<file path="config.mk">
export PLATFORM = sky130hd
export DESIGN_NAME = udrt_timer
export DESIGN_NICKNAME = d
export VERILOG_FILES = /design/src/inc/udrt_pkg.sv /design/src/rtl/udrt_timer.sv
export SDC_FILE = /design/constraint.sdc
export NUM_CORES = 1
export LEC_CHECK = 0
export BUFFER_PORTS_ARGS = -buffer_cell sky130_fd_sc_hd__buf_2
export CORE_AREA = 5 5 124 126
export CTS_CLUSTER_DIAMETER = 50
export DETAILED_ROUTE_END_ITERATION = 8
export DIE_AREA = 0 0 129 131
export PLACE_DENSITY = 0.61
export SETUP_SLACK_MARGIN = 0.05
export SYNTH_ARGS = -nofsm -noshare
export SYNTH_HDL_FRONTEND = slang
export SYNTH_SLANG_ARGS = --single-unit
</file>
<file path="constraint.sdc">
create_clock -name core_clk -period 4.1 [get_ports core_clk]
set_input_delay 0.82 -clock core_clk [delete_from_list [all_inputs] [get_ports core_clk]]
set_output_delay 0.82 -clock core_clk [all_outputs]
set_load 0.01 [all_outputs]
</file>
<file path="src/inc/udrt_pkg.sv">
// Package for the up/down reload timer: register offsets, control bit layout, reset values.
// Assumes an 8-bit register port with byte offsets in the special function space.
package udrt_pkg;

	// ==========================================================
	// Register offsets
	localparam logic [7:0] OFF_CONTROL = 8'hC8;
	localparam logic [7:0] OFF_MODE = 8'hC9;
	localparam logic [7:0] OFF_RELOAD_LOW = 8'hCA;
	localparam logic [7:0] OFF_RELOAD_HIGH = 8'hCB;
	localparam logic [7:0] OFF_COUNT_LOW = 8'hCC;
	localparam logic [7:0] OFF_COUNT_HIGH = 8'hCD;

	// ==========================================================
	// Control register bit positions; BIT_DOWN_EN is in the mode register
	localparam int BIT_OVERFLOW = 7;
	localparam int BIT_EXT_EVENT = 6;
	localparam int BIT_RX_BAUD = 5;
	localparam int BIT_TX_BAUD = 4;
	localparam int BIT_PIN_TRIG = 3;
	localparam int BIT_RUN = 2;
	localparam int BIT_SOURCE = 1;
	localparam int BIT_CAPTURE = 0;
	localparam int BIT_DOWN_EN = 0;

	// ==========================================================
	// Reset values and counts
	localparam logic [7:0] CONTROL_RESET = 8'h00;
	localparam logic [15:0] COUNT_RESET = 16'h0000;
	localparam logic [15:0] COUNT_TOP = 16'hFFFF;
	localparam int PRESCALE_DIV = 12;

	typedef enum logic [1:0] {
		UDRT_MODE_CAPTURE,
		UDRT_MODE_RELOAD,
		UDRT_MODE_BAUD
	} udrt_mode_type;

	typedef struct packed {
		logic [7:0] addr;
		logic [7:0] wdata;
		logic wr;
		logic rd;
	} udrt_req_type;

	typedef struct packed {
		logic count_pin;
		logic dir_trig_pin;
	} udrt_pins_type;

endpackage : udrt_pkg

</file>
<file path="src/rtl/udrt_timer.sv">
// Sixteen-bit up/down auto-reload timer with capture and baud-rate overflow output.
// Assumes synchronous pins, 40 MHz core_clk standing in for the oscillator.
`timescale 1ns/100ps

module udrt_timer
	import udrt_pkg::*;
#(
	parameter int DIV = PRESCALE_DIV
) (
	input wire logic core_clk,
	input wire logic resetn,
	input wire logic clk_en,
	input wire udrt_pkg::udrt_req_type req,
	input wire udrt_pkg::udrt_pins_type pins,
	output logic [7:0] rdata,
	output logic irq,
	output logic baud_tick,
	output logic [15:0] count_out
);
	import udrt_pkg::*;

	// ==========================================================
	// State
	logic [7:0] control_q;
	logic down_en_q;
	logic [15:0] count_q;
	logic [15:0] reload_q;
	logic [$clog2(DIV)-1:0] pre_q;
	logic count_pin_q;
	logic dir_pin_q;
	logic [7:0] rdata_q;
	logic irq_q;
	logic baud_tick_q;
	logic [15:0] count_out_q;

	logic rx_baud, tx_baud, baud_use, run, tick, pin_fall, trig_fall;
	logic up, wrap_up, wrap_down, wrap, up_down_mode;
	udrt_mode_type mode;

	assign rx_baud = control_q[BIT_RX_BAUD];
	assign tx_baud = control_q[BIT_TX_BAUD];
	assign baud_use = rx_baud | tx_baud;
	assign run = control_q[BIT_RUN];
	assign pin_fall = count_pin_q & ~pins.count_pin;
	assign trig_fall = dir_pin_q & ~pins.dir_trig_pin;

	// Mode decode; baud bits override capture select
	always_comb begin
		if (baud_use) begin
			mode = UDRT_MODE_BAUD;
		end else if (control_q[BIT_CAPTURE]) begin
			mode = UDRT_MODE_CAPTURE;
		end else begin
			mode = UDRT_MODE_RELOAD;
		end
	end

	// Selected count input, gated by run control
	assign tick = run & (control_q[BIT_SOURCE] ? pin_fall : (pre_q == ($clog2(DIV))'(DIV - 1)));

	assign up_down_mode = (mode == UDRT_MODE_RELOAD) & down_en_q;
	assign up = ~up_down_mode | pins.dir_trig_pin;
	assign wrap_up = tick & up & (count_q == COUNT_TOP);
	assign wrap_down = tick & ~up & (count_q == reload_q);
	assign wrap = wrap_up | wrap_down;

	// ==========================================================
	// Prescaler; free running so the timer rate stays exact
	always_ff @(posedge core_clk or negedge resetn) begin
		if (!resetn) begin
			pre_q <= '0;
		end else if (clk_en) begin
			if (pre_q == ($clog2(DIV))'(DIV - 1)) begin
				pre_q <= '0;
			end else begin
				pre_q <= pre_q + 1'b1;
			end
		end
	end

	// Pin edge detection
	always_ff @(posedge core_clk or negedge resetn) begin
		if (!resetn) begin
			count_pin_q <= 1'b1;
			dir_pin_q <= 1'b1;
		end else if (clk_en) begin
			count_pin_q <= pins.count_pin;
			dir_pin_q <= pins.dir_trig_pin;
		end
	end

	// ==========================================================
	// Counter; software write wins over counting
	always_ff @(posedge core_clk or negedge resetn) begin
		if (!resetn) begin
			count_q <= COUNT_RESET;
		end else if (clk_en) begin
			if (req.wr && req.addr == OFF_COUNT_LOW) begin
				count_q[7:0] <= req.wdata;
			end else if (req.wr && req.addr == OFF_COUNT_HIGH) begin
				count_q[15:8] <= req.wdata;
			end else if (wrap_up && mode != UDRT_MODE_CAPTURE) begin
				count_q <= reload_q;
			end else if (wrap_down) begin
				count_q <= COUNT_TOP;
			end else if (trig_fall && control_q[BIT_PIN_TRIG] && !baud_use
				&& mode == UDRT_MODE_RELOAD && !down_en_q) begin
				count_q <= reload_q;
			end else if (tick) begin
				count_q <= up ? count_q + 16'h0001 : count_q - 16'h0001;
			end
		end
	end

	// Reload pair; capture copies the live count
	always_ff @(posedge core_clk or negedge resetn) begin
		if (!resetn) begin
			reload_q <= COUNT_RESET;
		end else if (clk_en) begin
			if (trig_fall && control_q[BIT_PIN_TRIG] && mode == UDRT_MODE_CAPTURE) begin
				reload_q <= count_q;
			end else if (req.wr && req.addr == OFF_RELOAD_LOW) begin
				reload_q[7:0] <= req.wdata;
			end else if (req.wr && req.addr == OFF_RELOAD_HIGH) begin
				reload_q[15:8] <= req.wdata;
			end
		end
	end

	// ==========================================================
	// Control register; hardware set beats a same-cycle software clear
	always_ff @(posedge core_clk or negedge resetn) begin
		if (!resetn) begin
			control_q <= CONTROL_RESET;
			down_en_q <= 1'b0;
		end else if (clk_en) begin
			if (req.wr && req.addr == OFF_CONTROL) begin
				control_q <= req.wdata;
			end
			if (req.wr && req.addr == OFF_MODE) begin
				down_en_q <= req.wdata[BIT_DOWN_EN];
			end
			if (wrap && !baud_use) begin
				control_q[BIT_OVERFLOW] <= 1'b1;
			end
			if (wrap && up_down_mode) begin
				control_q[BIT_EXT_EVENT] <= ~control_q[BIT_EXT_EVENT];
			end else if (trig_fall && control_q[BIT_PIN_TRIG] && !baud_use && !up_down_mode) begin
				control_q[BIT_EXT_EVENT] <= 1'b1;
			end
		end
	end

	// ==========================================================
	// Read port and outputs
	always_ff @(posedge core_clk or negedge resetn) begin
		if (!resetn) begin
			rdata_q <= 8'h00;
		end else if (clk_en) begin
			rdata_q <= 8'h00;
			if (req.rd) begin
				unique case (req.addr)
					OFF_CONTROL: rdata_q <= control_q;
					OFF_MODE: rdata_q <= {7'h00, down_en_q};
					OFF_RELOAD_LOW: rdata_q <= reload_q[7:0];
					OFF_RELOAD_HIGH: rdata_q <= reload_q[15:8];
					OFF_COUNT_LOW: rdata_q <= count_q[7:0];
					OFF_COUNT_HIGH: rdata_q <= count_q[15:8];
					default: rdata_q <= 8'h00;
				endcase
			end
		end
	end

	always_ff @(posedge core_clk or negedge resetn) begin
		if (!resetn) begin
			irq_q <= 1'b0;
			baud_tick_q <= 1'b0;
			count_out_q <= COUNT_RESET;
		end else if (clk_en) begin
			// Up/down toggling of the external flag never interrupts
			irq_q <= control_q[BIT_OVERFLOW] | (control_q[BIT_EXT_EVENT] & ~up_down_mode);
			baud_tick_q <= wrap_up & baud_use;
			count_out_q <= count_q;
		end
	end

	assign rdata = rdata_q;
	assign irq = irq_q;
	assign baud_tick = baud_tick_q;
	assign count_out = count_out_q;

	// ==========================================================
	// Checks
	a_flag_on_wrap: assert property (@(posedge core_clk) disable iff (!resetn)
		clk_en && wrap && !baud_use |=> control_q[BIT_OVERFLOW])
		else $error("overflow flag not set on wrap");
	a_no_flag_baud: assert property (@(posedge core_clk) disable iff (!resetn)
		clk_en && baud_use && !control_q[BIT_OVERFLOW] && !(req.wr && req.addr == OFF_CONTROL)
		|=> !control_q[BIT_OVERFLOW])
		else $error("overflow flag set while baud in use");
	a_stop_holds: assert property (@(posedge core_clk) disable iff (!resetn)
		clk_en && !run && !req.wr && !trig_fall |=> $stable(count_q))
		else $error("count moved while stopped");
	a_up_reload: assert property (@(posedge core_clk) disable iff (!resetn)
		clk_en && wrap_up && mode != UDRT_MODE_CAPTURE && !req.wr |=> count_q == $past(reload_q))
		else $error("no reload after up overflow");
	a_down_top: assert property (@(posedge core_clk) disable iff (!resetn)
		clk_en && wrap_down && !req.wr |=> count_q == COUNT_TOP)
		else $error("no FFFFh after underflow");
	a_ext_toggle: assert property (@(posedge core_clk) disable iff (!resetn)
		clk_en && wrap && up_down_mode && !(req.wr && req.addr == OFF_CONTROL)
		|=> control_q[BIT_EXT_EVENT] != $past(control_q[BIT_EXT_EVENT]))
		else $error("external flag did not toggle");
	a_capture_copy: assert property (@(posedge core_clk) disable iff (!resetn)
		clk_en && trig_fall && control_q[BIT_PIN_TRIG] && mode == UDRT_MODE_CAPTURE
		|=> reload_q == $past(count_q) && control_q[BIT_EXT_EVENT])
		else $error("capture did not copy count");
	a_count_step: assert property (@(posedge core_clk) disable iff (!resetn)
		clk_en && tick && up && !wrap && !req.wr && !trig_fall |=> count_q == $past(count_q) + 16'h0001)
		else $error("count did not carry");
	a_prescale_rate: assert property (@(posedge core_clk) disable iff (!resetn)
		clk_en && pre_q == '0 ##1 clk_en [*8] |-> pre_q == 4'h8)
		else $error("prescaler rate wrong");

	// ==========================================================
	// Checks: counting paths, reload pair and clock-enable freeze
	a_down_step: assert property (@(posedge core_clk) disable iff (!resetn)
		clk_en && tick && !up && !wrap && !req.wr && !trig_fall |=> count_q == $past(count_q) - 16'h0001)
		else $error("count did not step down");

	a_up_only: assert property (@(posedge core_clk) disable iff (!resetn)
		clk_en && !down_en_q && tick && !wrap && !req.wr && !trig_fall
		|=> count_q == $past(count_q) + 16'h0001)
		else $error("count not up with down disabled");

	a_counter_edge: assert property (@(posedge core_clk) disable iff (!resetn)
		clk_en && run && control_q[BIT_SOURCE] && pin_fall && up && !wrap && !req.wr && !trig_fall
		|=> count_q == $past(count_q) + 16'h0001)
		else $error("pin fall not counted");

	a_source_pin: assert property (@(posedge core_clk) disable iff (!resetn)
		clk_en && control_q[BIT_SOURCE] && !pin_fall && !req.wr && !trig_fall |=> $stable(count_q))
		else $error("count moved without pin edge");

	a_capture_wrap: assert property (@(posedge core_clk) disable iff (!resetn)
		clk_en && wrap_up && mode == UDRT_MODE_CAPTURE && !req.wr |=> count_q == COUNT_RESET)
		else $error("capture mode wrap not to zero");

	a_baud_reload: assert property (@(posedge core_clk) disable iff (!resetn)
		clk_en && wrap_up && baud_use && !req.wr |=> count_q == $past(reload_q))
		else $error("baud overflow did not reload");

	a_pin_reload: assert property (@(posedge core_clk) disable iff (!resetn)
		clk_en && trig_fall && control_q[BIT_PIN_TRIG] && mode == UDRT_MODE_RELOAD
		&& !down_en_q && !req.wr && !wrap |=> count_q == $past(reload_q))
		else $error("pin trigger did not reload");

	a_pin_ignored: assert property (@(posedge core_clk) disable iff (!resetn)
		clk_en && trig_fall && !control_q[BIT_PIN_TRIG] && !req.wr |=> $stable(reload_q))
		else $error("reload pair moved with pin disabled");

	a_freeze_all: assert property (@(posedge core_clk) disable iff (!resetn)
		!clk_en |=> $stable(count_q) && $stable(control_q) && $stable(reload_q))
		else $error("state moved while clock enable low");

	// ==========================================================
	// Checks: flags and interrupt
	a_flag_sticky: assert property (@(posedge core_clk) disable iff (!resetn)
		clk_en && control_q[BIT_OVERFLOW] && !(req.wr && req.addr == OFF_CONTROL)
		|=> control_q[BIT_OVERFLOW])
		else $error("overflow flag cleared by hardware");

	a_ext_on_trig: assert property (@(posedge core_clk) disable iff (!resetn)
		clk_en && trig_fall && control_q[BIT_PIN_TRIG] && !baud_use && !up_down_mode
		|=> control_q[BIT_EXT_EVENT])
		else $error("external flag not set by trigger");

	a_no_ext_baud: assert property (@(posedge core_clk) disable iff (!resetn)
		clk_en && baud_use && !control_q[BIT_EXT_EVENT] && !(req.wr && req.addr == OFF_CONTROL)
		|=> !control_q[BIT_EXT_EVENT])
		else $error("external flag set while baud in use");

	a_irq_follow: assert property (@(posedge core_clk) disable iff (!resetn)
		clk_en |=> irq_q == ($past(control_q[BIT_OVERFLOW])
		| ($past(control_q[BIT_EXT_EVENT]) & ~$past(up_down_mode))))
		else $error("interrupt does not follow flags");

	a_no_irq_updown: assert property (@(posedge core_clk) disable iff (!resetn)
		clk_en && up_down_mode && !control_q[BIT_OVERFLOW] |=> !irq_q)
		else $error("interrupt from up/down external flag");

	// ==========================================================
	// Checks: register port and outputs
	a_write_low: assert property (@(posedge core_clk) disable iff (!resetn)
		clk_en && req.wr && req.addr == OFF_COUNT_LOW |=> count_q[7:0] == $past(req.wdata))
		else $error("count low write lost");

	a_write_high: assert property (@(posedge core_clk) disable iff (!resetn)
		clk_en && req.wr && req.addr == OFF_COUNT_HIGH |=> count_q[15:8] == $past(req.wdata))
		else $error("count high write lost");

	a_mode_write: assert property (@(posedge core_clk) disable iff (!resetn)
		clk_en && req.wr && req.addr == OFF_MODE |=> down_en_q == $past(req.wdata[BIT_DOWN_EN]))
		else $error("down enable write lost");

	a_read_low: assert property (@(posedge core_clk) disable iff (!resetn)
		clk_en && req.rd && req.addr == OFF_COUNT_LOW |=> rdata_q == $past(count_q[7:0]))
		else $error("count low read wrong");

	a_read_high: assert property (@(posedge core_clk) disable iff (!resetn)
		clk_en && req.rd && req.addr == OFF_COUNT_HIGH |=> rdata_q == $past(count_q[15:8]))
		else $error("count high read wrong");

	a_rdata_idle: assert property (@(posedge core_clk) disable iff (!resetn)
		clk_en && !req.rd |=> rdata_q == 8'h00)
		else $error("read data not cleared");

	a_baud_pulse: assert property (@(posedge core_clk) disable iff (!resetn)
		clk_en && wrap_up && baud_use |=> baud_tick_q)
		else $error("baud tick missing");

	a_no_baud_tick: assert property (@(posedge core_clk) disable iff (!resetn)
		clk_en && !baud_use |=> !baud_tick_q)
		else $error("baud tick without baud use");

	a_count_mirror: assert property (@(posedge core_clk) disable iff (!resetn)
		clk_en |=> count_out_q == $past(count_q))
		else $error("count output does not mirror count");

endmodule : udrt_timer

</file>
==> results.yml, run 1 <==
drt:
  drc_errors: 0
  drtIter0Drc: 411
  wl_per_cell_um: 20.9
  avgViaCountPerCell: 5.86
  routed_wl_um: 15100
  vias: 4221
  postRouteAntennaNets: 0
  drt-pass1-iter-count: 7
place:
  numPortBuffers: 48
  finalWeightedCongestion: 0.954
  place_hpwl_um: 10600
clocking:
  tritoncts: "done"
  clk_pin_slew_ps: 60
  clock-sinks: 73
  cts_root_buf: "clkbuf_16"
  htree_num_levels: 3
  postCtsSetupBuffers: 0
  cts_buffers: 9
  ctsHoldBuffers: 0
  clkLatencyLatePin_ps: 340
  post_cts_resized: 0
  max-clock-path-buffers: 2
floorplan:
  start_util_pct: 33.0
  die_w_um: 129
  row_count: 44
  die-area_um2: 16900
  die_y_um: 131
  io_pins: 49
  core_region_area_um2: 14200
finish:
  seqCellArea_um2: 1830
  final.fill_count: 1444
  syn2layout_area_growth_pct: 14.9
  layout-drive-gt1-share_pct: 22.4
  multi_input_area_um2: 2620
  fin_nets: 556
  diodes: 0
timing:
  rsz0062_at_grt: "false"
  holdWs_ps: 500
  hold_viol_final: 0
  slew_viol_final: 0
  max_freq_ghz: 0.300
  finalSetupTns_ps: 0
  setup-violations-final: 0
  worstMarginPinSlew_ps: 1230
  post-route-min-period_ps: 3340
  slew_headroom_pct: 17.5
  min_period_over_period_pct: 81.4
  fin_worst_skew_ps: 8.15
outcome:
  status: "complete, no violations"
synthesis:
  synth_edf_count: 0
  synth_async_sr_flop_share_pct: 100
  synth_nets: 519
  synthFlopType: "dfrtp_1"
  ys_seq_area_share_pct: 39.0
  yosysTopAreaCell: "dfrtp_1"
  syn_avg_cell_area_um2: 9.50
  yosysTopAreaCellShare_pct: 37.9
  postSynthCellCount: 494
  ys_types: 67
  ys.warnings.count: 0
  synth.cell_area_um2: 4690
  ys_ff_latch: 73
  synth_area_leaders: "dfrtp_1 (38%), mux2_2 (6.5%), mux2i_1 (6.0%)"
global_route:
  grt_pass1_vias: 4133
  grt_pass1_wl_um: 23500
  use_met2_pct: 28.3
  gr-usage-met3_pct: 3.41
  gr-usage-met1_pct: 24.4
  antenna_found_initial: 0
  grt-ovfl-total: 0
  grtUsageTotal_pct: 18.3
  grt_start_max_net_pins: 74
  top_usage_layer: "met2"
power:
  leakage_nw: 2.53
  max-vdd-ir-drop_mv: 0.227
  powerDensity_nw_per_um2: 390
flow_run:
  cap_violations: 0
worst_setup_path:
  end_kind: "flop"
  crit_arrival_ps: 3550
  cp-start-kind: "flop"
  critPathKind: "flop to flop"
  cp.required_ps: 4310
  cp_max_fo: 14
  reg2regPathDepth: 6
hold_path:
  min_path_type: "flop to flop"
  whs_path_depth: 1
sequential cells by signal, indices dropped and copies added (netlist names):
register	count
reload_q	16
baud_tick	1
rdata	8
pre_q	4
count_out	16
count_pin_q	1
down_en_q	1
control_q	8
dir_pin_q	1
count_q	16
irq	1
cells in the final DEF (no fill, tap or decap), types with 11 or more instances in the layout:
cell / n
dfrtp_1: 71
buf_2: 47
nand2_1: 42
o21ai_0: 33
mux2i_1: 28
mux2_2: 27
nor2_1: 21
xor2_1: 20
a21oi_1: 19
o22ai_1: 17
inv_1: 14
buf_4: 14
nor4_1: 12
nor3_1: 11
nand3_1: 11
stage by stage:
stage	std cells	cell area, um2	total power [mW]	util (%)	worst slack (ps)
2_1_floorplan	494	4690	1.12	-	1370
3_3_place_gp	704	5070	1.25	35.7	784
3_5_place_dp	704	5070	1.26	35.7	694
4_1_cts	720	5390	2.11	38.0	793
5_1_grt	720	5390	2.19	38.0	515
6_report	720	5390	2.10	38.0	762
synth_stat cells (8+ instances only):
cell type,instances
a21o_1,8
a21oi_1,19
a221oi_1,8
clkbuf_1,22
dfrtp_1,71
inv_1,14
mux2_2,27
mux2i_1,28
nand2_1,42
nand3_1,11
nand4_1,10
nor2_1,21
nor3_1,11
nor4_1,12
o21ai_0,33
o22ai_1,17
xor2_1,20
path summary, 6_finish.rpt:
kind | to | from | slack [ps]
setup / recovery | count_q[6]$_DFFE_PN0P_ | control_q[4]$_DFFE_PN0P_ | 760
max in group asynchronous | count_q[13]$_DFFE_PN0P_ | resetn | 2850
min in group asynchronous | rdata[0]$_DFFE_PN0P_ | resetn | 630
setup reg to reg | count_q[6]$_DFFE_PN0P_ | control_q[4]$_DFFE_PN0P_ | 760
hold reg to reg | count_out[10]$_DFFE_PN0P_ | count_out[10]$_DFFE_PN0P_ | 500
hold / removal | count_out[10]$_DFFE_PN0P_ | count_out[10]$_DFFE_PN0P_ | 500
worst max-delay path, stage by stage, from the launching register on:
cell and delay (ps):
dfrtp_1 460, nor4b_4 580, a211oi_1 240, a31oi_1 960, o21ai_1 510, nand3b_1 300, nor3b_1 150
kinds of logic (layout without fill, tap and decap cells):
kind of cell	count (synthesis)	count (layout)	synth area share, %
and+or+nand+nor	154	154	18.4
buffers and inverters	49	91	5.20
muxes	55	55	12.5
AOI/OAI and AO/OA	135	135	19.6
DFF	73	73	39.0
adders and majority gates	2	2	0.533
xor gates and xnor gates	26	26	4.85
power by group:
group / switching (mW) / internal [mW] / leakage (nW)
registers: 0.121 / 0.790 / 0.974
clock network: 0.318 / 0.532 / 0.155
logic: 0.184 / 0.156 / 1.40
total: 0.623 / 1.48 / 2.53
per-layer routing:
metal / vias to the layer above / routed length (um)
met5: - / 0
met4: 0 / 542
met3: 44 / 1100
met2: 190 / 6830
met1: 2055 / 6600
li1: 1932 / -
layout make-up:
class | instances | share of cell area [%]
Multi-Input combinational cell | 372 | 48.6
Sequential cell | 73 | 33.9
Timing Repair Buffer | 61 | 6.31
Tap cell | 184 | 4.27
Clock buffer | 9 | 4.18
Clock inverter | 7 | 1.76
Inverter | 14 | 0.975
No activity file was read; power rests on OpenSTA's default activity.
==> run 2, diff against run 1 <==
==> constraint.sdc (replaced) <==
create_clock -name core_clk -period 3.5 [get_ports core_clk]
set_input_delay 0.7 -clock core_clk [delete_from_list [all_inputs] [get_ports core_clk]]
set_output_delay 0.7 -clock core_clk [all_outputs]
set_load 0.01 [all_outputs]
==> run 2 against run 1 <==
  * Final cell count rose by 0.83%
  * Critical endpoint is now count_q[14]$_DFFE_PN0P_
  * Fmax up 24%
  * Critical path depth grew 4
  * Global-route usage increased by 0.26 points
  * Clock skew down 2.7 ps
  * Highest routed layer unchanged
==> results.yml, run 2 (synthesis gave the netlist of run 1 again) <==
worst_setup_path:
  reg2reg_from: "control_q[5]$_DFFE_PN0P_"
  cp-start-kind: "flop"
  cpMostUsedCell: "a21o_1"
  path_depth: 10
  path_cells: "nor4b_4, nand2_1, xnor2_1, ha_1, and3_1, o211ai_1, nor4_1, o21ai_0, a21o_1, a21o_1"
  cp_slowest_cell: "dfrtp_1"
  reg2regPathDepth: 10
  reg2reg_setup_slack_ps: 800
  worstReg2RegEnd: "count_q[14]$_DFFE_PN0P_"
  critPathKind: "flop to flop"
  cpPeakStageDelay_ps: 490
  end_kind: "flop"
  cp.required_ps: 3730
  path_buf_inv: 0
  critical-path-top-delay-family: "simple AND/OR/NAND/NOR gates"
  timing.critical_path.to: "count_q[14]$_DFFE_PN0P_"
  critical_path.startpoint: "control_q[5]$_DFFE_PN0P_"
  cp_max_fo: 6
  crit_arrival_ps: 2930
power:
  leakage_nw: 2.54
  max-vdd-ir-drop_mv: 0.227
  powerDensity_nw_per_um2: 443
finish:
  layout-drive-gt1-share_pct: 22.7
  seqCellArea_um2: 1830
  final_area_um2: 5410
  multi_input_area_um2: 2620
  fin_nets: 562
  layout_common_cells: "dfrtp_1 (71), buf_2 (47), nand2_1 (42), o21ai_0 (33), mux2i_1 (28)"
  diodes: 0
  final.fill_count: 1453
  syn2layout_area_growth_pct: 15.2
  final_common_cell: "dfrtp_1"
place:
  dpl-instance-area_um2: 5120
  finalWeightedCongestion: 0.974
  numPortBuffers: 48
  place_hpwl_um: 11000
  place_ws_ps: 634
outcome:
  status: "complete, no violations"
flow_run:
  cap_violations: 0
clocking:
  htree_num_levels: 3
  cts_root_buf: "clkbuf_16"
  max-clock-path-buffers: 2
  clkLatencyLatePin_ps: 340
  clk_pin_slew_ps: 50
  tritoncts: "done"
  post_cts_resized: 0
  postCtsSetupBuffers: 0
  cts_buffers: 9
  ctsHoldBuffers: 0
  clock-sinks: 73
global_route:
  grtUsageTotal_pct: 18.5
  top_usage_layer: "met2"
  grt_pass1_vias: 4220
  gr-usage-met1_pct: 24.6
  gr-usage-met3_pct: 4.51
  grt-ovfl-total: 0
  grt_pass1_wl_um: 24000
  use_met2_pct: 28.7
  grt_start_max_net_pins: 74
  antenna_found_initial: 0
timing:
  min_period_over_period_pct: 77.1
  rsz0062_at_grt: "false"
  worstMarginPinSlew_ps: 957
  finalSetupTns_ps: 0
  post-route-min-period_ps: 2700
  slew_headroom_pct: 36.2
  setup-violations-final: 0
  max_freq_ghz: 0.370
  slew_viol_final: 0
  hold_viol_final: 0
  fin_worst_skew_ps: 5.44
  fin_ws_ps: 800
floorplan:
  row_count: 44
  die_w_um: 129
  core_region_area_um2: 14200
  die-area_um2: 16900
  die_y_um: 131
  start_util_pct: 33.0
  io_pins: 49
drt:
  vias: 4316
  avgViaCountPerCell: 5.94
  postRouteAntennaNets: 0
  routed_wl_um: 15300
  drc_errors: 0
  drtIter0Drc: 442
  wl_per_cell_um: 21.1
  drt-pass1-iter-count: 5
hold_path:
  min_path_type: "flop to flop"
run 2: changes by cell type in the layout (fill, tap and decap cells not counted):
cell / change
buf_4: +6
bufinv_16: -1
clkbuf_1: +3
clkbuf_8: +1
clkinv_4: -2
clkinvlp_4: -1
run 2: per-stage QoR:
step	hold slack, ps	cells	util (%)	total power [mW]
4_1_cts	504	726	38.1	2.42
6_report	499	726	38.1	2.40
3_3_place_gp	486	710	36.0	1.48
2_1_floorplan	404	494	-	1.31
5_1_grt	518	726	38.1	2.51
3_5_place_dp	491	710	36.0	1.49
run 2: layout make-up:
| type | count | area share [%] |
|---|---|---|
| Tap cell | 184 | 4.26 |
| Timing Repair Buffer | 67 | 7.13 |
| Inverter | 14 | 0.972 |
| Multi-Input combinational cell | 372 | 48.4 |
| Sequential cell | 73 | 33.8 |
| Clock buffer | 13 | 4.63 |
| Clock inverter | 3 | 0.741 |
run 2: metal layers:
| metal | part of all wire, % | vias up |
|---|---|---|
| li1 | - | 1939 |
| met1 | 44 | 2105 |
| met2 | 46 | 224 |
| met3 | 7.2 | 48 |
| met4 | 3.3 | 0 |
| met5 | 0 | - |
run 2: worst min-delay path by stage:
stage,start,endpoint,slack (ps),cells after the start
after floorplan,resetn,baud_tick$_DFFE_PN0P_,400,0
after global placement,count_out[6]$_DFFE_PN0P_,count_out[6]$_DFFE_PN0P_,490,1
after detailed placement,count_out[13]$_DFFE_PN0P_,count_out[13]$_DFFE_PN0P_,490,1
after CTS,count_out[13]$_DFFE_PN0P_,count_out[13]$_DFFE_PN0P_,500,1
after global routing,count_out[12]$_DFFE_PN0P_,count_out[12]$_DFFE_PN0P_,520,1
final,count_out[12]$_DFFE_PN0P_,count_out[12]$_DFFE_PN0P_,500,1
run 2: where the power goes:
group          switching (mW)  internal (mW)
Combinational           0.245          0.196
Clock                   0.346          0.570
Sequential              0.116          0.926
Total                   0.706           1.69
